[config.mk]
export PLATFORM = sky130hd
export DESIGN_NAME = xfp_dev_flat
export DESIGN_NICKNAME = d
export VERILOG_FILES = /design/src/design/xfp_pkg.sv /design/src/design/xfp_link_if.sv /design/src/design/xfp_dev.sv /design/src/flat_wrapper.sv
export SDC_FILE = /design/constraint.sdc
export NUM_CORES = 1
export LEC_CHECK = 0
export BUFFER_PORTS_ARGS = -buffer_cell sky130_fd_sc_hd__buf_2
export CAP_MARGIN = 5
export CORE_MARGIN = 3
export CORE_UTILIZATION = 26
export DETAILED_ROUTE_END_ITERATION = 12
export PLACE_DENSITY = 0.45
export SLEW_MARGIN = 30
export SYNTH_ARGS = -nofsm -noshare
export SYNTH_HDL_FRONTEND = slang
export SYNTH_SLANG_ARGS = --single-unit
[constraint.sdc]
create_clock -name clk_sys -period 3.2 [get_ports clk_sys]
set_input_delay 0.48 -clock clk_sys [delete_from_list [all_inputs] [get_ports clk_sys]]
set_output_delay 0.48 -clock clk_sys [all_outputs]
set_load 0.03 [all_outputs]
[src/design/xfp_pkg.sv]
// Functional notes
// - extended: B7h enters, E9h leaves 4-byte mode
// - octal always four address bytes
// - B9h enters, ABh leaves deep power-down
// - E8h variable address, 8 dummy octal
// - E5h variable address, one byte, stores lock
// - E2h four address bytes, 8 dummy octal
// - E3h four address bytes programs lock bit
// - E4h erases all nonvolatile lock bits
// - A7h reads freeze bit, A6h sets it
// - 27h password out low byte first, repeats
// - E0h/E1h always four address bytes
// - CDh no address, pattern after dummy
// - pattern dummy is octal setting plus two
// - discovery read: three bytes extended, four octal
// - variable address: four if mode or octal
// - 66h then 99h alone causes reset
// - host deselects, then keeps deselect gap
// - reset reloads volatile state from nonvolatile
// - reset aborts running write, program, erase
// - reset done when status bit 7 reads 1
// - 66h ignored during register writes
// - host leaves execute-in-place before reset pair
package xfp_pkg;
	localparam logic [7:0] OP_EN4 = 8'hB7;
	localparam logic [7:0] OP_EX4 = 8'hE9;
	localparam logic [7:0] OP_DPD = 8'hB9;
	localparam logic [7:0] OP_RDP = 8'hAB;
	localparam logic [7:0] OP_RVL = 8'hE8;
	localparam logic [7:0] OP_WVL = 8'hE5;
	localparam logic [7:0] OP_RNL = 8'hE2;
	localparam logic [7:0] OP_WNL = 8'hE3;
	localparam logic [7:0] OP_ENL = 8'hE4;
	localparam logic [7:0] OP_RFZ = 8'hA7;
	localparam logic [7:0] OP_WFZ = 8'hA6;
	localparam logic [7:0] OP_RPW = 8'h27;
	localparam logic [7:0] OP_WPW = 8'h28;
	localparam logic [7:0] OP_UPW = 8'h29;
	localparam logic [7:0] OP_RVL4 = 8'hE0;
	localparam logic [7:0] OP_WVL4 = 8'hE1;
	localparam logic [7:0] OP_DLP = 8'hCD;
	localparam logic [7:0] OP_SFDP = 8'h5A;
	localparam logic [7:0] OP_RFS = 8'h70;
	localparam logic [7:0] OP_RSTEN = 8'h66;
	localparam logic [7:0] OP_RSTM = 8'h99;
	localparam logic [5:0] OCT_DUMMY = 6'h08;
	localparam logic [5:0] SFDP_DUMMY = 6'h08;
	localparam logic [5:0] DLP_EXTRA = 6'h02;
	localparam logic [4:0] DUMMY_DEF = 5'h10;
	localparam logic [3:0] PW_BYTES = 4'h8;
	localparam logic [2:0] ADDR3 = 3'h3;
	localparam logic [2:0] ADDR4 = 3'h4;
	localparam logic [7:0] DLP_PATTERN = 8'h55;
	localparam logic [63:0] PW_DEF = 64'hFFFF_FFFF_FFFF_FFFF;
	localparam int SEC_LO = 17;
	localparam int SEC_BITS = 6;
	localparam int FSR_READY_BIT = 7;
	localparam int RST_BUSY_CYC = 16;
	// host register map, byte addresses
	localparam logic [7:0] REG_CMD = 8'h00;
	localparam logic [7:0] REG_ADDR = 8'h04;
	localparam logic [7:0] REG_TXLO = 8'h08;
	localparam logic [7:0] REG_TXHI = 8'h0C;
	localparam logic [7:0] REG_RXLEN = 8'h10;
	localparam logic [7:0] REG_STAT = 8'h14;
	localparam logic [7:0] REG_RXLO = 8'h18;
	localparam logic [7:0] REG_RXHI = 8'h1C;
	localparam real CLK_NS = 4.0;
	localparam real MIN_DESELECT_GAP_NS = 50.0;
	localparam int MIN_DESELECT_GAP_CYC = int'($ceil(MIN_DESELECT_GAP_NS / CLK_NS));

	typedef struct packed {
		logic ok; // code accepted in this protocol
		logic rd; // device returns data
		logic [2:0] na; // address bytes
		logic [5:0] nd; // dummy slots
		logic [3:0] nin; // data bytes from host
	} xfp_cmd_t;

	// shape of one command; shared so both ends count the same slots
	function automatic xfp_cmd_t xfp_cmd_info(input logic [7:0] op, input logic octal,
			input logic addr4, input logic [4:0] dummy);
		xfp_cmd_t c;
		logic [2:0] av;
		c = '0;
		av = (addr4 || octal) ? ADDR4 : ADDR3;
		c.ok = 1'b1;
		unique case (op)
			OP_EN4, OP_EX4: c.ok = !octal;
			OP_DPD, OP_RDP, OP_ENL, OP_WFZ, OP_RSTEN, OP_RSTM: c.ok = 1'b1;
			OP_RVL: begin c.na = av; c.rd = 1'b1; c.nd = octal ? OCT_DUMMY : '0; end
			OP_WVL: begin c.na = av; c.nin = 4'h1; end
			OP_RNL, OP_RVL4: begin c.na = ADDR4; c.rd = 1'b1; c.nd = octal ? OCT_DUMMY : '0; end
			OP_WNL: c.na = ADDR4;
			OP_WVL4: begin c.na = ADDR4; c.nin = 4'h1; end
			OP_RFZ, OP_RPW: begin c.rd = 1'b1; c.nd = octal ? OCT_DUMMY : '0; end
			OP_WPW, OP_UPW: c.nin = PW_BYTES;
			OP_DLP: begin c.rd = 1'b1; c.nd = {1'b0, dummy} + DLP_EXTRA; end
			OP_SFDP: begin c.na = octal ? ADDR4 : ADDR3; c.rd = 1'b1; c.nd = SFDP_DUMMY; end
			OP_RFS: c.rd = 1'b1;
			default: c.ok = 1'b0;
		endcase
		return c;
	endfunction : xfp_cmd_info
endpackage : xfp_pkg

[src/design/xfp_link_if.sv]
`timescale 1ns/100ps
`default_nettype none
// byte-slot model of the expanded serial bus: one tick carries one slot
interface xfp_link_if;
	logic sel_n; // chip select, host drives
	logic tick; // slot strobe, host drives
	logic [7:0] hq; // host to device byte
	logic [7:0] dq; // device to host byte
	logic dq_oe; // device drives dq
	logic octal; // device protocol is octal DDR
	logic addr4; // device in 4-byte address mode
	logic [4:0] dummy; // device octal dummy setting
	modport dev (input sel_n, tick, hq, output dq, dq_oe, octal, addr4, dummy);
	modport host (output sel_n, tick, hq, input dq, dq_oe, octal, addr4, dummy);
endinterface : xfp_link_if
`default_nettype wire

[src/design/xfp_dev.sv]
`timescale 1ns/100ps
`default_nettype none
module xfp_dev (
	input wire logic clk_sys, // system clock
	input wire logic rst, // synchronous reset
	xfp_link_if.dev lnk, // serial link
	input wire logic nv_octal, // nonvolatile protocol select
	input wire logic nv_addr4, // nonvolatile 4-byte default
	input wire logic [4:0] nv_dummy, // nonvolatile dummy setting
	input wire logic wrsr_busy, // status register write running
	input wire logic wrnv_busy, // nonvolatile config write running
	input wire logic pe_busy, // write/program/erase active or suspended
	output logic abort_pe, // abort pulse to array engine
	output logic dpd, // in deep power-down
	output logic pw_ok // password unlocked
);
	import xfp_pkg::*;

	typedef enum logic [2:0] {
		XFP_IDLE = 3'b000, XFP_ADDR = 3'b001, XFP_DUM = 3'b011,
		XFP_DOUT = 3'b010, XFP_DIN = 3'b110, XFP_SKIP = 3'b111
	} xfp_dst_t;

	xfp_dst_t st_ff;
	xfp_cmd_t cmd_ff;
	logic [7:0] op_ff;
	logic [31:0] addr_ff;
	logic [5:0] cnt_ff;
	logic [63:0] din_ff;
	logic [3:0] nin_ff;
	logic [2:0] oidx_ff;
	logic sel_d_ff, addr4_ff, octal_ff, freeze_ff, dpd_ff, rsten_ff, ready_ff, pwok_ff, abort_ff;
	logic [4:0] dummy_ff;
	logic [7:0] dq_ff;
	logic dqoe_ff;
	logic [7:0] vlock_ff [2**SEC_BITS];
	logic [2**SEC_BITS-1:0] nvlock_ff;
	logic [63:0] pw_ff;
	logic [7:0] rstcnt_ff;
	xfp_cmd_t ci;
	logic tk, done, done_ok, srst;
	logic [SEC_BITS-1:0] sec;

	assign tk = lnk.tick && !lnk.sel_n;
	assign done = sel_d_ff && lnk.sel_n; // deselect ends the command
	assign ci = xfp_cmd_info(lnk.hq, octal_ff, addr4_ff, dummy_ff);
	assign sec = addr_ff[SEC_LO +: SEC_BITS];
	// command complete only when every expected slot arrived
	assign done_ok = done && cmd_ff.ok && (st_ff == XFP_IDLE ? 1'b0 :
		(st_ff == XFP_DOUT) || (st_ff == XFP_DIN && nin_ff == cmd_ff.nin) ||
		(st_ff == XFP_ADDR && cnt_ff == '0));
	assign srst = done_ok && op_ff == OP_RSTM && rsten_ff;

	// select edge tracker
	always_ff @(posedge clk_sys) begin
		if (rst) sel_d_ff <= 1'b0;
		else sel_d_ff <= !lnk.sel_n;
	end

	// slot sequencer
	always_ff @(posedge clk_sys) begin
		if (rst || lnk.sel_n) begin
			st_ff <= XFP_IDLE;
			cmd_ff <= '0;
			op_ff <= 8'h00;
			cnt_ff <= '0;
			nin_ff <= '0;
			oidx_ff <= '0;
		end else if (tk) begin
			unique case (st_ff)
				XFP_IDLE: begin
					op_ff <= lnk.hq;
					cmd_ff <= ci;
					cnt_ff <= {3'h0, ci.na};
					// power-down hears only the release code; unknown codes sink the frame
					if (!ci.ok || (dpd_ff && lnk.hq != OP_RDP)) st_ff <= XFP_SKIP;
					else if (ci.na != '0) st_ff <= XFP_ADDR;
					else if (ci.nd != '0) begin st_ff <= XFP_DUM; cnt_ff <= ci.nd; end
					else if (ci.rd) st_ff <= XFP_DOUT;
					else if (ci.nin != '0) st_ff <= XFP_DIN;
					else st_ff <= XFP_ADDR; // command-only, waits for deselect
				end
				XFP_ADDR: begin
					if (cnt_ff != '0) cnt_ff <= cnt_ff - 6'h01;
					if (cnt_ff == 6'h01) begin
						if (cmd_ff.nd != '0) begin st_ff <= XFP_DUM; cnt_ff <= cmd_ff.nd; end
						else if (cmd_ff.rd) st_ff <= XFP_DOUT;
						else if (cmd_ff.nin != '0) st_ff <= XFP_DIN;
					end
				end
				XFP_DUM: begin
					cnt_ff <= cnt_ff - 6'h01;
					if (cnt_ff == 6'h01) st_ff <= cmd_ff.rd ? XFP_DOUT : XFP_DIN;
				end
				XFP_DOUT: oidx_ff <= oidx_ff + 3'h1; // wraps, password repeats
				XFP_DIN: if (nin_ff != cmd_ff.nin) nin_ff <= nin_ff + 4'h1; // extra bytes dropped
				XFP_SKIP: st_ff <= XFP_SKIP;
				default: st_ff <= XFP_SKIP;
			endcase
		end
	end

	// address and write data capture, address MSB first
	always_ff @(posedge clk_sys) begin
		if (rst) begin
			addr_ff <= '0;
			din_ff <= '0;
		end else if (tk && st_ff == XFP_ADDR && cnt_ff != '0) begin
			addr_ff <= {addr_ff[23:0], lnk.hq};
		end else if (tk && st_ff == XFP_DIN && nin_ff != cmd_ff.nin) begin
			din_ff[nin_ff[2:0]*8 +: 8] <= lnk.hq; // first byte lowest
		end else if (tk && st_ff == XFP_IDLE) begin
			addr_ff <= '0;
		end
	end

	// read data, registered on the slot tick, held until the next
	always_ff @(posedge clk_sys) begin
		if (rst || lnk.sel_n) begin
			dq_ff <= 8'h00;
			dqoe_ff <= 1'b0;
		end else if (tk && (st_ff == XFP_DOUT || (st_ff != XFP_IDLE && st_ff != XFP_SKIP &&
				cmd_ff.rd && ((st_ff == XFP_DUM && cnt_ff == 6'h01) ||
				(st_ff == XFP_ADDR && cnt_ff == 6'h01 && cmd_ff.nd == '0))))) begin
			dqoe_ff <= 1'b1;
			unique case (op_ff)
				OP_RVL, OP_RVL4: dq_ff <= vlock_ff[sec];
				OP_RNL: dq_ff <= {7'h00, nvlock_ff[sec]};
				OP_RFZ: dq_ff <= {7'h00, freeze_ff};
				OP_RPW: dq_ff <= pw_ff[((st_ff == XFP_DOUT) ? oidx_ff : 3'h0)*8 +: 8];
				OP_DLP: dq_ff <= DLP_PATTERN;
				OP_RFS: dq_ff <= {ready_ff && !pe_busy, 7'h00};
				default: dq_ff <= 8'h00;
			endcase
		end
	end
	// each data tick reloads its own byte; the early load only raises the enable before data

	// address mode and volatile configuration, reloaded by either reset
	always_ff @(posedge clk_sys) begin
		if (rst || srst) begin
			addr4_ff <= nv_addr4;
			octal_ff <= nv_octal;
			dummy_ff <= nv_dummy;
		end else if (done_ok && op_ff == OP_EN4) begin
			addr4_ff <= 1'b1;
		end else if (done_ok && op_ff == OP_EX4) begin
			addr4_ff <= 1'b0;
		end
	end

	// volatile locks, freeze and power-down
	always_ff @(posedge clk_sys) begin
		if (rst || srst) begin
			for (int i = 0; i < 2**SEC_BITS; i++) vlock_ff[i] <= 8'h00;
			freeze_ff <= 1'b0;
			dpd_ff <= 1'b0;
			pwok_ff <= 1'b0;
		end else if (done_ok) begin
			if (op_ff == OP_WVL || op_ff == OP_WVL4) vlock_ff[sec] <= din_ff[7:0];
			if (op_ff == OP_WFZ) freeze_ff <= 1'b1;
			if (op_ff == OP_DPD) dpd_ff <= 1'b1;
			if (op_ff == OP_RDP) dpd_ff <= 1'b0;
			if (op_ff == OP_UPW) pwok_ff <= din_ff == pw_ff;
		end
	end

	// nonvolatile state survives a soft reset
	always_ff @(posedge clk_sys) begin
		if (rst) begin
			nvlock_ff <= '0;
			pw_ff <= PW_DEF;
		end else if (done_ok) begin
			if (op_ff == OP_WNL) nvlock_ff[sec] <= 1'b1;
			if (op_ff == OP_ENL) nvlock_ff <= '0;
			if (op_ff == OP_WPW) pw_ff <= din_ff;
		end
	end

	// reset pairing: any other finished command breaks the pair
	always_ff @(posedge clk_sys) begin
		if (rst || srst) rsten_ff <= 1'b0;
		else if (done_ok) rsten_ff <= op_ff == OP_RSTEN && !wrsr_busy && !wrnv_busy;
		else if (done) rsten_ff <= 1'b0;
	end

	// reset recovery counter and abort of array work
	always_ff @(posedge clk_sys) begin
		if (rst) begin
			rstcnt_ff <= '0;
			ready_ff <= 1'b1;
			abort_ff <= 1'b0;
		end else begin
			abort_ff <= srst && pe_busy;
			if (srst) begin
				rstcnt_ff <= 8'(RST_BUSY_CYC);
				ready_ff <= 1'b0;
			end else if (rstcnt_ff != '0) begin
				rstcnt_ff <= rstcnt_ff - 8'h01;
				ready_ff <= rstcnt_ff == 8'h01;
			end
		end
	end

	assign lnk.dq = dq_ff;
	assign lnk.dq_oe = dqoe_ff;
	assign lnk.octal = octal_ff;
	assign lnk.addr4 = addr4_ff;
	assign lnk.dummy = dummy_ff;
	assign abort_pe = abort_ff;
	assign dpd = dpd_ff;
	assign pw_ok = pwok_ff;
endmodule : xfp_dev
`default_nettype wire

[src/flat_wrapper.sv]
// flat-port wrapper written by rule: the top's interface ports become plain ports
module xfp_dev_flat import xfp_pkg::*;
  (clk_sys, rst, nv_octal, nv_addr4, nv_dummy, wrsr_busy, wrnv_busy, pe_busy, abort_pe, dpd, pw_ok, lnk_sel_n, lnk_tick, lnk_hq, lnk_dq, lnk_dq_oe, lnk_octal, lnk_addr4, lnk_dummy);
  xfp_link_if lnk_i ();
  input wire logic clk_sys;
  input wire logic rst;
  input wire logic nv_octal;
  input wire logic nv_addr4;
  input wire logic [4:0] nv_dummy;
  input wire logic wrsr_busy;
  input wire logic wrnv_busy;
  input wire logic pe_busy;
  output logic abort_pe;
  output logic dpd;
  output logic pw_ok;
  input wire logic [$bits(lnk_i.sel_n)-1:0] lnk_sel_n;
  input wire logic [$bits(lnk_i.tick)-1:0] lnk_tick;
  input wire logic [$bits(lnk_i.hq)-1:0] lnk_hq;
  output wire logic [$bits(lnk_i.dq)-1:0] lnk_dq;
  output wire logic [$bits(lnk_i.dq_oe)-1:0] lnk_dq_oe;
  output wire logic [$bits(lnk_i.octal)-1:0] lnk_octal;
  output wire logic [$bits(lnk_i.addr4)-1:0] lnk_addr4;
  output wire logic [$bits(lnk_i.dummy)-1:0] lnk_dummy;
  assign lnk_i.sel_n = lnk_sel_n;
  assign lnk_i.tick = lnk_tick;
  assign lnk_i.hq = lnk_hq;
  assign lnk_dq = lnk_i.dq;
  assign lnk_dq_oe = lnk_i.dq_oe;
  assign lnk_octal = lnk_i.octal;
  assign lnk_addr4 = lnk_i.addr4;
  assign lnk_dummy = lnk_i.dummy;
  xfp_dev u_core (.clk_sys(clk_sys), .rst(rst), .lnk(lnk_i), .nv_octal(nv_octal), .nv_addr4(nv_addr4), .nv_dummy(nv_dummy), .wrsr_busy(wrsr_busy), .wrnv_busy(wrnv_busy), .pe_busy(pe_busy), .abort_pe(abort_pe), .dpd(dpd), .pw_ok(pw_ok));
endmodule
# == Word-level counts from Yosys, hierarchy flattened ==
# Memories as Yosys holds them, arrays and structs flattened. A register that Yosys moved wholly into a read port is not among the register bits.
# Index checks and enable logic that the tools add are counted.
# word_totals
ff_bits,282
ram_bits,512
wordCells,245
memories,1
# op_classes
addsub,6
n_lt_le_gt_ge,2
eq_ne,56
n_shift,3
n_mux,62
n_bitwise,3
reduce_logical,85
# memory_table
memory,words,width,rd,rd_ports_with_merged_regs,wr,line,text
u_core.vlock_ff,64,8,1,1,64,xfp_dev.sv:36,logic [7:0] vlock_ff [2**SEC_BITS];
# ops
op,n
"equality test 8 bit, second input constant",30
two-way mux 64 bit,2
two-way mux 23 bit,3
bitwise mux 64 bit,1
equality test 64 bit,1
OR 64 bit,1
"variable shift 8 x 34 -> 64 bit, first input constant",1
indexed part select 64 x 33 -> 8 bit,1
indexed part select 8 x 34 -> 64 bit,1
two-way mux 6 bit,9
"equality test 8 x 6 -> 1 bit, second input constant",6
one-hot mux 8 bit (6 select lines),1
two-way mux 3 bit,14
"equality test 8 x 7 -> 1 bit, second input constant",5
one-hot mux 6 bit (3 select lines),2
negation 6 -> 34 bit,1
logical AND 1 bit,28
two-way mux 1 bit,20
AND reduction 2 bit,10
OR reduction 19 bit,1
nonzero test 6 bit,3
OR reduction 8 bit,2
OR reduction 2 bit,7
zero test 6 bit,2
40 further kinds,65

# == Longest topological paths before layout ==
# Gate-level depths: netlist of the first run.
# depth
depth_word,13
ltp_mapped,11

# == Worst setup path before layout of the first run ==
# Ideal clock, no wire load.
# synth_timing
path_type,reg2reg
from,register u_core.nin_ff[0]
to,"memory u_core.vlock_ff[56][0], enable pin"
setup_ns,0.384
arrival_time_ns,2.511
required_ns,2.816
slack_ns,0.305
path_stages_with_launch,9
synth_period_minus_slack_ns,2.895
cell_sequence,dfxtp_1 -> buf_2 -> xor2_1 -> nor4_4 -> o31a_1 -> buf_2 -> nand4_1 -> clkbuf_1 -> o21ai_0
# synth_lines
item,line,text
start: declaration,xfp_dev.sv:30,logic [3:0] nin_ff;
start signal: assignment,xfp_dev.sv:96,XFP_DIN: if (nin_ff != cmd_ff.nin) nin_ff <= nin_ff + 4'h1;
end: declaration,xfp_dev.sv:36,

==> results of run 1 <==
report_power, final:
| part | switching [mW] | internal (mW) |
|---|---|---|
| Combinational | 0.611 | 0.386 |
| Sequential | 0.194 | 11.3 |
| Clock | 4.25 | 5.63 |
stage by stage:
step / instances / TNS (ps) / total power, mW / utilization, %
global placement: 4980 / -1880 / 12.7 / 28.7
floorplan: 3200 / 0 / 12.2 / -
global route: 5148 / 0 / 23.1 / 30.7
detailed placement: 4981 / 0 / 12.7 / 28.7
finish: 5150 / 0 / 22.3 / 30.7
CTS: 5148 / 0 / 22.6 / 30.7
path summary, 6_finish.rpt:
path / start / endpoint / slack, ps
hold reg to reg: u_core.addr_ff[3]$_SDFFE_PP0P_ / u_core.addr_ff[11]$_SDFFE_PP0P_ / 450
setup / recovery: u_core.nin_ff[2]$_SDFFE_PP0P_ / u_core.vlock_ff[8][4]$_SDFFCE_PN0P_ / 270
hold / removal: lnk_hq[4] / u_core.addr_ff[4]$_SDFFE_PP0P_ / 210
setup reg to reg: u_core.nin_ff[2]$_SDFFE_PP0P_ / u_core.vlock_ff[8][4]$_SDFFCE_PN0P_ / 270
routing by layer:
| layer | GRT usage, % | up-vias | part of all wire [%] |
|---|---|---|---|
| li1 | - | 11700 | - |
| met3 | 2.29 | 155 | 6.2 |
| met1 | 23.2 | 12700 | 45 |
| met5 | 0 | - | 0.015 |
| met2 | 25.6 | 819 | 46 |
| met4 | 4.44 | 2 | 2.4 |
cells in the mapped netlist, types with 17 or more instances:
library cell and number:
nor2_1 781, edfxtp_1 519, dfxtp_1 274, nand2_1 256
a21oi_1 232, clkbuf_1 166, mux4_2 137, nor3_1 96
mux2i_1 89, o21ai_0 89, xor2_1 72, buf_2 48
nand3_1 43, o22ai_1 31, nand2b_1 28, a211oi_1 24
inv_1 24, nor4_1 22, and2_1 17, nand4_1 17
critical path, delay by kind of cell, from the launching register on:
family	cells	cell delay [ps]
AOI/OAI and AO/OA	2	690
DFF	1	330
and+or+nand+nor	3	810
buffers and inverters	4	830
kinds of logic after synthesis:
| group | synth area share (%) |
|---|---|
| AOI/OAI and AO/OA | 7.52 |
| xor gates and xnor gates | 1.99 |
| adders and majority gates | 0.421 |
| buffers and inverters | 3.03 |
| DFF | 59.1 |
| muxes | 11.3 |
| and+or+nand+nor | 16.6 |
layout by cell type, fill, tap and decap left out, types with 8 or more instances in the layout:
master,count
a211oi_1,24
a21oi_1,232
a221oi_1,14
a22oi_1,11
a31oi_1,11
and2_1,17
and3_1,16
buf_12,22
buf_2,40
buf_4,173
clkbuf_1,26
clkbuf_16,88
clkinv_1,13
clkinv_2,18
dfxtp_1,271
edfxtp_1,519
ha_1,12
inv_1,24
mux2i_1,89
mux4_2,137
nand2_1,256
nand2b_1,28
nand3_1,40
nand3b_1,9
nand4_1,17
nor2_1,781
nor2b_1,13
nor3_1,95
nor3b_1,8
nor4_1,22
o21ai_0,70
o21ai_1,24
o22ai_1,31
or3_1,10
xnor2_1,9
xor2_1,72
repair_timing:
| item | CTS | global route |
|---|---|---|
| hold buffers | 6 | 0 |
| setup endpoints to repair | 0 | 0 |
| hold endpoints to repair | 6 | 0 |
layout make-up:
cell class / count / area (um2)
Fill cell: 13900 / 94000
Sequential cell: 793 / 21100
Multi-Input combinational cell: 2146 / 13600
Clock buffer: 120 / 2380
Tap cell: 1781 / 2230
Timing Repair Buffer: 242 / 2010
Clock inverter: 41 / 382
Inverter: 25 / 93.8
Antenna cell: 2 / 5.00
flip-flops by register name (all words and copies together), names as in the netlist, 3 cells and up, named ones only:
register,cells
u_core.rstcnt_ff,8
u_core.addr_ff,18
u_core.cmd_ff,10
u_core.din_ff,64
u_core.nvlock_ff,64
u_core.nin_ff,4
u_core.vlock_ff,512
u_core.st_ff,3
u_core.lnk.dq,8
u_core.op_ff,8
u_core.oidx_ff,3
u_core.cnt_ff,6
u_core.pw_ff,64
u_core.lnk.dummy,5
==> qor.csv, run 1 <==
metric,value,unit
run status,"complete, no violations",
post-layout instance area,41800,um2
root buffer cell,clkbuf_16,
slowest cell on the critical path,o21ai_0,
fin crit period,2930,ps
number of synthesized flops with an enable pin,519,
CP required,3550,ps
"Clk pin slew, worst setup/hold paths",60,ps
Synth Register Bits,793,
num rows,135,
Yosys top cell by area,edfxtp_1,
drt pass-1 iters,7,
ys flop type,edfxtp_1,
CP Capture Type,flop,
fmax,341,MHz
Worst Tran Pin Value,856,ps
Syn Inst Count,3200,
leakage power,13.0,nW
CTS sink count,793,
GRT overflow,0,
Max-slew headroom,43.0,%
worst setup margin,266,ps
Post-Syn Area per Cell,11.1,um2
residual DRC count,0,
final setup fails,0,
Area Overhead vs Synth,17.1,%
Setup CP Type,flop to flop,
die area,142000,um2
RePlAce Congestion,0.839,
first-pass GRT wire length,172,mm
Die W,376,um
initial drt markers,2315,
critical path data arrival time,3290,ps
initial antenna violation count,5,
ranking of synthesized cells by area,"edfxtp_1, dfxtp_1, mux4_2, nor2_1, a21oi_1",
Hold Fails Final Rpt,0,
Core ar.,136000,um2
final WL,117,mm
Clock Skews,41.7,ps
CP cell instances,or2_2 -> nor4_4 -> o31a_1 -> buf_12 -> nand4_1 -> buf_12 -> buf_4 -> o21ai_0 -> buf_4,
CTS Buffer Depth,3,
Placed Area,38900,um2
CTS tree,built,
Startpoint Class,flop,
boundary pin count,41,
Cell Pwr Density,535,nW/um2
total CTS buffers,87,
post-synth top area share,43.7,%
Starting Density,26.3,%
postcts setup bufs,0,
post-CTS resize count,0,
ys async rst share,0,%
register area share after synthesis,59.1,%
"Slew Viols, Final",0,
Tot GR Track Use,16.2,%
maximum vdd ir drop,334,uV
insertion delay to the later sink of the worst-skew pair,650,ps
Crit path largest cell delay,420,ps
share of cells above drive strength 1,16.1,%
RSZ-0062 raised after global routing,no,
Final HPWL DP,81.2,mm
Register-to-Register Path Depth,9,
wire length per cell,22.6,um
Port Buf Inserts,40,
post-DR vias/cell,4.93,
die span in y,376,um
Yosys cell types,76,
WHS Path Cells,3,
vias in the first global route,24800,
yosys warns,0,
hold_ws,209,ps
Post-Syn Nets,3234,
crit-path max FO,27,
Final ANT Viol Nets,0,
via count,25400,
final period utilization,91.7,%
Hold WC Path Type,input port to flop,
Max-cap violations,0,
H-tree depth,3,
Place WS,122,ps
Post-Syn Area,35700,um2
nets@finish,3329,
largest net degree at the start of global routing,190,
Note: power is estimated with default switching activity, not from simulation.
==> run 2, diff against run 1 <==
--- a/config.mk
+++ b/config.mk
@@ -6,9 +6,9 @@
 export NUM_CORES = 1
 export LEC_CHECK = 0
 export BUFFER_PORTS_ARGS = -buffer_cell sky130_fd_sc_hd__buf_2
-export CAP_MARGIN = 5
 export CORE_MARGIN = 3
 export CORE_UTILIZATION = 26
+export CTS_BUF_LIST = sky130_fd_sc_hd__clkbuf_4 sky130_fd_sc_hd__clkbuf_8
 export DETAILED_ROUTE_END_ITERATION = 12
 export PLACE_DENSITY = 0.45
 export SLEW_MARGIN = 30
==> run 2 against run 1 <==
Effect of this change:
- critical path depth is 1 higher
- first-iteration DRC count is 7.1% higher
- sequential power hardly changed
- power is 0.32% higher
- final cell count is 1.8% higher
- largest power group unchanged
- wire length is 1.0% higher
- fmax is 1.3% lower
- highest routed layer unchanged
- design area is 0.46% higher
- worst setup slack worse by 40 ps
==> qor.csv, run 2 (synthesized netlist as in run 1, its figures left out) <==
metric,value,unit,change
run status,"complete, no violations",,
residual DRC count,0,,unchanged
Hold WC Path Type,input port to flop,,
insertion delay to the later sink of the worst-skew pair,800,ps,+150 ps
share of cells above drive strength 1,18.6,%,+2.5 points
Core ar.,136000,um2,unchanged
Port Buf Inserts,40,,unchanged
initial antenna violation count,7,,+2
Max-slew headroom,42.0,%,-0.96 points
flip-flop count of the largest register after layout,512,,unchanged
"Clk pin slew, worst setup/hold paths",60,ps,about the same
final setup fails,0,,unchanged
fin crit period,2970,ps,+40.2 ps
Cell Pwr Density,534,nW/um2,-0.14%
Die W,376,um,unchanged
post-DR vias/cell,4.89,,-0.77%
Worst Tran Pin Value,870,ps,+14.4 ps
"commonest cells after routing, fill and taps aside","nor2_1, edfxtp_1, dfxtp_1, nand2_1, a21oi_1",,
RSZ-0062 raised after global routing,no,,
CP Capture Type,flop,,
TNS Setup,0,ps,unchanged
boundary pin count,41,,unchanged
die area,142000,um2,unchanged
Placed Area,38900,um2,unchanged
Tot GR Track Use,16.4,%,+0.22 points
crit-path max FO,27,,unchanged
Max-cap violations,0,,unchanged
first-pass GRT wire length,173,mm,+0.89%
Place WS,122,ps,unchanged
post-layout instance area,41900,um2,+0.46%
reg2reg start,u_core.cnt_ff[0]$_SDFFE_PP0P_,,
Area Overhead vs Synth,17.7,%,
Final HPWL DP,81.2,mm,unchanged
wire length per cell,22.5,um,-0.81%
RePlAce Congestion,0.839,,unchanged
largest net degree at the start of global routing,190,,unchanged
"Slew Viols, Final",0,,unchanged
Clock Skews,50.1,ps,+8.41 ps
Critical path origin,u_core.cnt_ff[0]$_SDFFE_PP0P_,,
CP required,3690,ps,+140 ps
maximum vdd ir drop,362,uV,+8.3%
root buffer cell,clkbuf_8,,
die span in y,376,um,unchanged
Starting Density,26.3,%,unchanged
# placed instances,4981,,unchanged
Startpoint Class,flop,,
initial drt markers,2479,,+7.1%
final period utilization,92.9,%,+1.3 points
nets@finish,3385,,+1.7%
worst setup margin,226,ps,-40.2 ps
GRT overflow,0,,unchanged
drt pass-1 iters,7,,unchanged
CTS tree,built,,
post-layout util,30.9,%,+0.14 points
total CTS buffers,140,,+61%
num rows,135,,unchanged
final WL,118,mm,+1.0%
Biggest register,u_core.vlock_ff,,
CTS Buffer Depth,3,,unchanged
Setup CP Type,flop to flop,,
CTS sink count,793,,unchanged
HP Start,lnk_hq[5],,
fmax,336,MHz,-1.3%
"most common cell after layout, fill and taps aside",nor2_1,,
via count,25600,,+1.1%
Final ANT Viol Nets,0,,unchanged
vias in the first global route,25400,,+2.4%
H-tree depth,4,,+1
Hold Fails Final Rpt,0,,unchanged
Layout Cells excl Fill,5245,,+1.8%
post-CTS resize count,0,,unchanged
leakage power,13.1,nW,+1.5%
critical path data arrival time,3460,ps,+170 ps
run 2: cell count changes in the layout (fill, tap and decap cells not counted), sizes merged:
cell	before	now
clkbuf	120	195
clkinv	35	41
inv	26	31
clkinvlp	0	3
dlygate4sd3	6	9
bufinv	5	7
diode	2	3
run 2: area by class of cell:
| class | count | area [um2] |
|---|---|---|
| Antenna cell | 3 | 7.51 |
| Clock buffer | 195 | 2440 |
| Clock inverter | 57 | 484 |
| Fill cell | 13900 | 93900 |
| Inverter | 25 | 93.8 |
| Multi-Input combinational cell | 2146 | 13600 |
| Sequential cell | 793 | 21100 |
| Tap cell | 1781 | 2230 |
| Timing Repair Buffer | 245 | 2040 |
run 2: worst paths after layout:
check	end	slack [ps]	cells after the start
setup / recovery	u_core.vlock_ff[8][2]$_SDFFCE_PN0P_	230	10
hold / removal	u_core.op_ff[5]$_SDFFE_PP0P_	80	3
setup reg to reg	u_core.vlock_ff[8][2]$_SDFFCE_PN0P_	230	10
hold reg to reg	u_core.addr_ff[10]$_SDFFE_PP0P_	450	2
run 2: through the flow:
| step | hold slack (ps) | power, mW |
|---|---|---|
| finish | 81.1 | 22.4 |
| global route | 50.7 | 23.2 |
| CTS | 3.09 | 22.7 |
| detailed placement | 450 | 12.7 |
| global placement | 441 | 12.7 |
| floorplan | 429 | 12.2 |
run 2: what timing repair did:
| item | CTS | global route |
|---|---|---|
| setup buffers | 0 | 0 |
| hold buffers | 9 | 0 |
| endpoints found under the hold margin | 9 | 0 |
run 2: where the power goes:
group          leakage (nW)  switching, mW  total (mW)  internal, mW
Clock                  1.54           4.42        9.95          5.52
Combinational          4.46          0.613        1.00         0.388
Sequential             7.15          0.195        11.5          11.3
Total                  13.1           5.23        22.4          17.2
run 2: worst max-delay path, stage by stage (launching register included):
cell     delay (ps)
dfxtp_1         350
inv_1           110
ha_1            260
and4b_1         310
o31a_1          240
buf_12          170
nand4_1         140
buf_12          220
buf_4           200
o21ai_0         430
buf_4           240
run 2: routing by layer:
metal	share of wire [%]	track usage, %	vias up	wire (um)
li1	-	-	11800	-
met1	46	23.0	12800	53700
met2	46	25.7	779	54000
met3	5.8	2.98	187	6820
met4	2.7	5.18	2	3220
met5	0.014	0	-	17
==> run 3, diff against run 2 <==
--- a/config.mk
+++ b/config.mk
@@ -10,6 +10,7 @@
 export CORE_UTILIZATION = 26
 export CTS_BUF_LIST = sky130_fd_sc_hd__clkbuf_4 sky130_fd_sc_hd__clkbuf_8
 export DETAILED_ROUTE_END_ITERATION = 12
+export HOLD_SLACK_MARGIN = 0.1
 export PLACE_DENSITY = 0.45
 export SLEW_MARGIN = 30
 export SYNTH_ARGS = -nofsm -noshare
==> run 3 against run 2 <==
Effect of this change:
- design area rose by 0.17%
- hold slack improved by 140 ps
- clock power barely moved
- sequential share of layout area fell by 0.084 points
- wire length barely moved
- first-iteration DRC count rose by 3.6%
- critical path depth did not move
- sequential power barely moved
- flip-flop and latch count did not move
- final cell count rose by 0.13%
- worst setup slack got worse by 18 ps
==> qor.csv, run 3 (synthesized netlist as in run 1, its figures left out) <==
metric,value,unit,change
run status,"complete, no violations",,
area of the multi-input gates,13600,um2,unchanged
fmax,334,MHz,-0.59%
Reg-to-Reg End,u_core.vlock_ff[2][2]$_SDFFCE_PN0P_,,
Final HPWL DP,81.2,mm,unchanged
die area,142000,um2,unchanged
Cell Pwr Density,533,nW/um2,-0.16%
via count,25800,,+0.41%
leakage power,13.2,nW,+0.22%
post-layout util,30.9,%,+0.052 points
CTS tree,built,,
Comb pwr share,4.5,%,about the same
Critical path origin,u_core.cnt_ff[0]$_SDFFE_PP0P_,,
Tot GR Track Use,16.4,%,+0.018 points
Net Switching,5.23,mW,about the same
initial drt markers,2568,,+3.6%
Register-to-Register Path Depth,10,,unchanged
Die W,376,um,unchanged
wire length per cell,22.5,um,about the same
initial antenna violation count,7,,unchanged
Core ar.,136000,um2,unchanged
Starting Density,26.3,%,unchanged
"commonest cells after routing, fill and taps aside","nor2_1, edfxtp_1, dfxtp_1, nand2_1, a21oi_1",,
flip-flop count of the largest register after layout,512,,unchanged
"Slew Viols, Final",0,,unchanged
final setup fails,0,,unchanged
first-pass GRT wire length,173,mm,+0.12%
Reg power frac,51.2,%,about the same
Clk pwr share,44.3,%,about the same
TNS Setup,0,ps,unchanged
Max-cap violations,0,,unchanged
sequential cell area,21100,um2,unchanged
Setup CP Type,flop to flop,,
Final ANT Viol Nets,0,,unchanged
Crit path largest cell delay,410,ps,-20 ps
boundary pin count,41,,unchanged
CP required,3720,ps,+30 ps
Hold Fails Final Rpt,0,,unchanged
total power,22.4,mW,about the same
H-tree depth,4,,unchanged
critical path data arrival time,3510,ps,+50 ps
Worst Tran Pin Value,871,ps,+0.588 ps
postcts setup bufs,0,,unchanged
insertion delay to the later sink of the worst-skew pair,800,ps,about the same
"Clk pin slew, worst setup/hold paths",60,ps,about the same
vias in the first global route,25400,,+0.18%
switch share,23.3,%,about the same
Max-slew headroom,41.7,%,-0.25 points
HP Start,rst,,
reg2reg start,u_core.cnt_ff[0]$_SDFFE_PP0P_,,
CP cell instances,inv_1 -> ha_1 -> and4b_1 -> o31a_1 -> buf_12 -> nand4_1 -> buf_12 -> buf_4 -> o21ai_0 -> buf_4,,
slowest cell on the critical path,dfxtp_1,,
CP Capture Point,u_core.vlock_ff[2][2]$_SDFFCE_PN0P_,,
CP Capture Type,flop,,
maximum vdd ir drop,360,uV,-0.30%
die span in y,376,um,unchanged
GRT overflow,0,,unchanged
layout filler cell count,13900,,-0.014%
r2r setup slk,210,ps,-20 ps
drt pass-1 iters,7,,unchanged
share of cells above drive strength 1,18.6,%,-0.038 points
root buffer cell,clkbuf_8,,
final period utilization,93.5,%,+0.55 points
CTS sink count,793,,unchanged
fin crit period,2990,ps,+17.6 ps
"most common cell after layout, fill and taps aside",nor2_1,,
final WL,118,mm,about the same
Clock Skews,49.5,ps,-0.599 ps
Biggest register,u_core.vlock_ff,,
residual DRC count,0,,unchanged
total CTS buffers,140,,unchanged
RSZ-0062 raised after global routing,no,,
Area Overhead vs Synth,17.9,%,
num rows,135,,unchanged
CTS Buffer Depth,3,,unchanged
crit-path max FO,37,,+37%
RePlAce Congestion,0.839,,unchanged
Hold WC Path Type,input port to flop,,
largest net degree at the start of global routing,190,,unchanged
Startpoint Class,flop,,
Int Power,17.2,mW,about the same
Port Buf Inserts,40,,unchanged
nets@finish,3392,,+0.21%
post-DR vias/cell,4.90,,+0.28%
[run 3: area by class of cell]
class,count,area share (%)
Antenna cell,3,0.0179
Multi-Input combinational cell,2146,32.3
Clock inverter,57,1.15
Inverter,25,0.223
Clock buffer,195,5.81
Timing Repair Buffer,252,5.02
Tap cell,1781,5.30
Sequential cell,793,50.2
[run 3: how the worst min path moves through the flow]
stage	to	cells past startpoint	slack, ps
5_1_grt	u_core.din_ff[7]$_SDFFE_PP0P_	3	170
3_5_place_dp	u_core.addr_ff[10]$_SDFFE_PP0P_	2	450
3_3_place_gp	u_core.nvlock_ff[7]$_SDFFE_PP0P_	2	440
6_report	u_core.din_ff[7]$_SDFFE_PP0P_	3	220
2_1_floorplan	u_core.nvlock_ff[7]$_SDFFE_PP0P_	2	430
4_1_cts	u_core.din_ff[7]$_SDFFE_PP0P_	3	130
[run 3: timing repair]
| item | 4_1_cts | 5_1_grt |
|---|---|---|
| endpoints found under the hold margin | 21 | 0 |
| hold buffers | 16 | 0 |
| gates resized for setup | 0 | 0 |
[run 3: critical path: cells and delay by family (launching register included)]
| kind | cells | cell delay [ps] |
|---|---|---|
| and+or+nand+nor | 2 | 370 |
| adders and majority gates | 1 | 280 |
| DFF | 1 | 410 |
| AOI/OAI and AO/OA | 2 | 510 |
| buffers and inverters | 5 | 1110 |
[run 3: per-layer routing]
metal / GRT usage [%] / wire [um] / up-vias
li1: - / - / 11900
met1: 23.1 / 54100 / 12900
met2: 25.7 / 53800 / 810
met3: 3.00 / 6730 / 190
met4: 5.18 / 3230 / 2
met5: 0 / 17 / -
[run 3: metrics by stage]
step	setup WS, ps	std cells	hold slack [ps]	cell area, um2
detailed placement	122	4981	450	38900
CTS	82.1	5249	134	42000
global placement	-236	4980	441	38900
finish	208	5252	219	42000
floorplan	305	3200	429	35700
global route	33.2	5251	170	42000
[run 3: power groups by stage]
stage	clock, mW	sequential, mW	combinational (mW)
3_3_place_gp	0	11.7	1.00
6_report	9.94	11.5	1.01
5_1_grt	10.6	11.5	1.10
2_1_floorplan	0	11.6	0.650
4_1_cts	10.2	11.5	1.02
3_5_place_dp	0	11.7	0.998
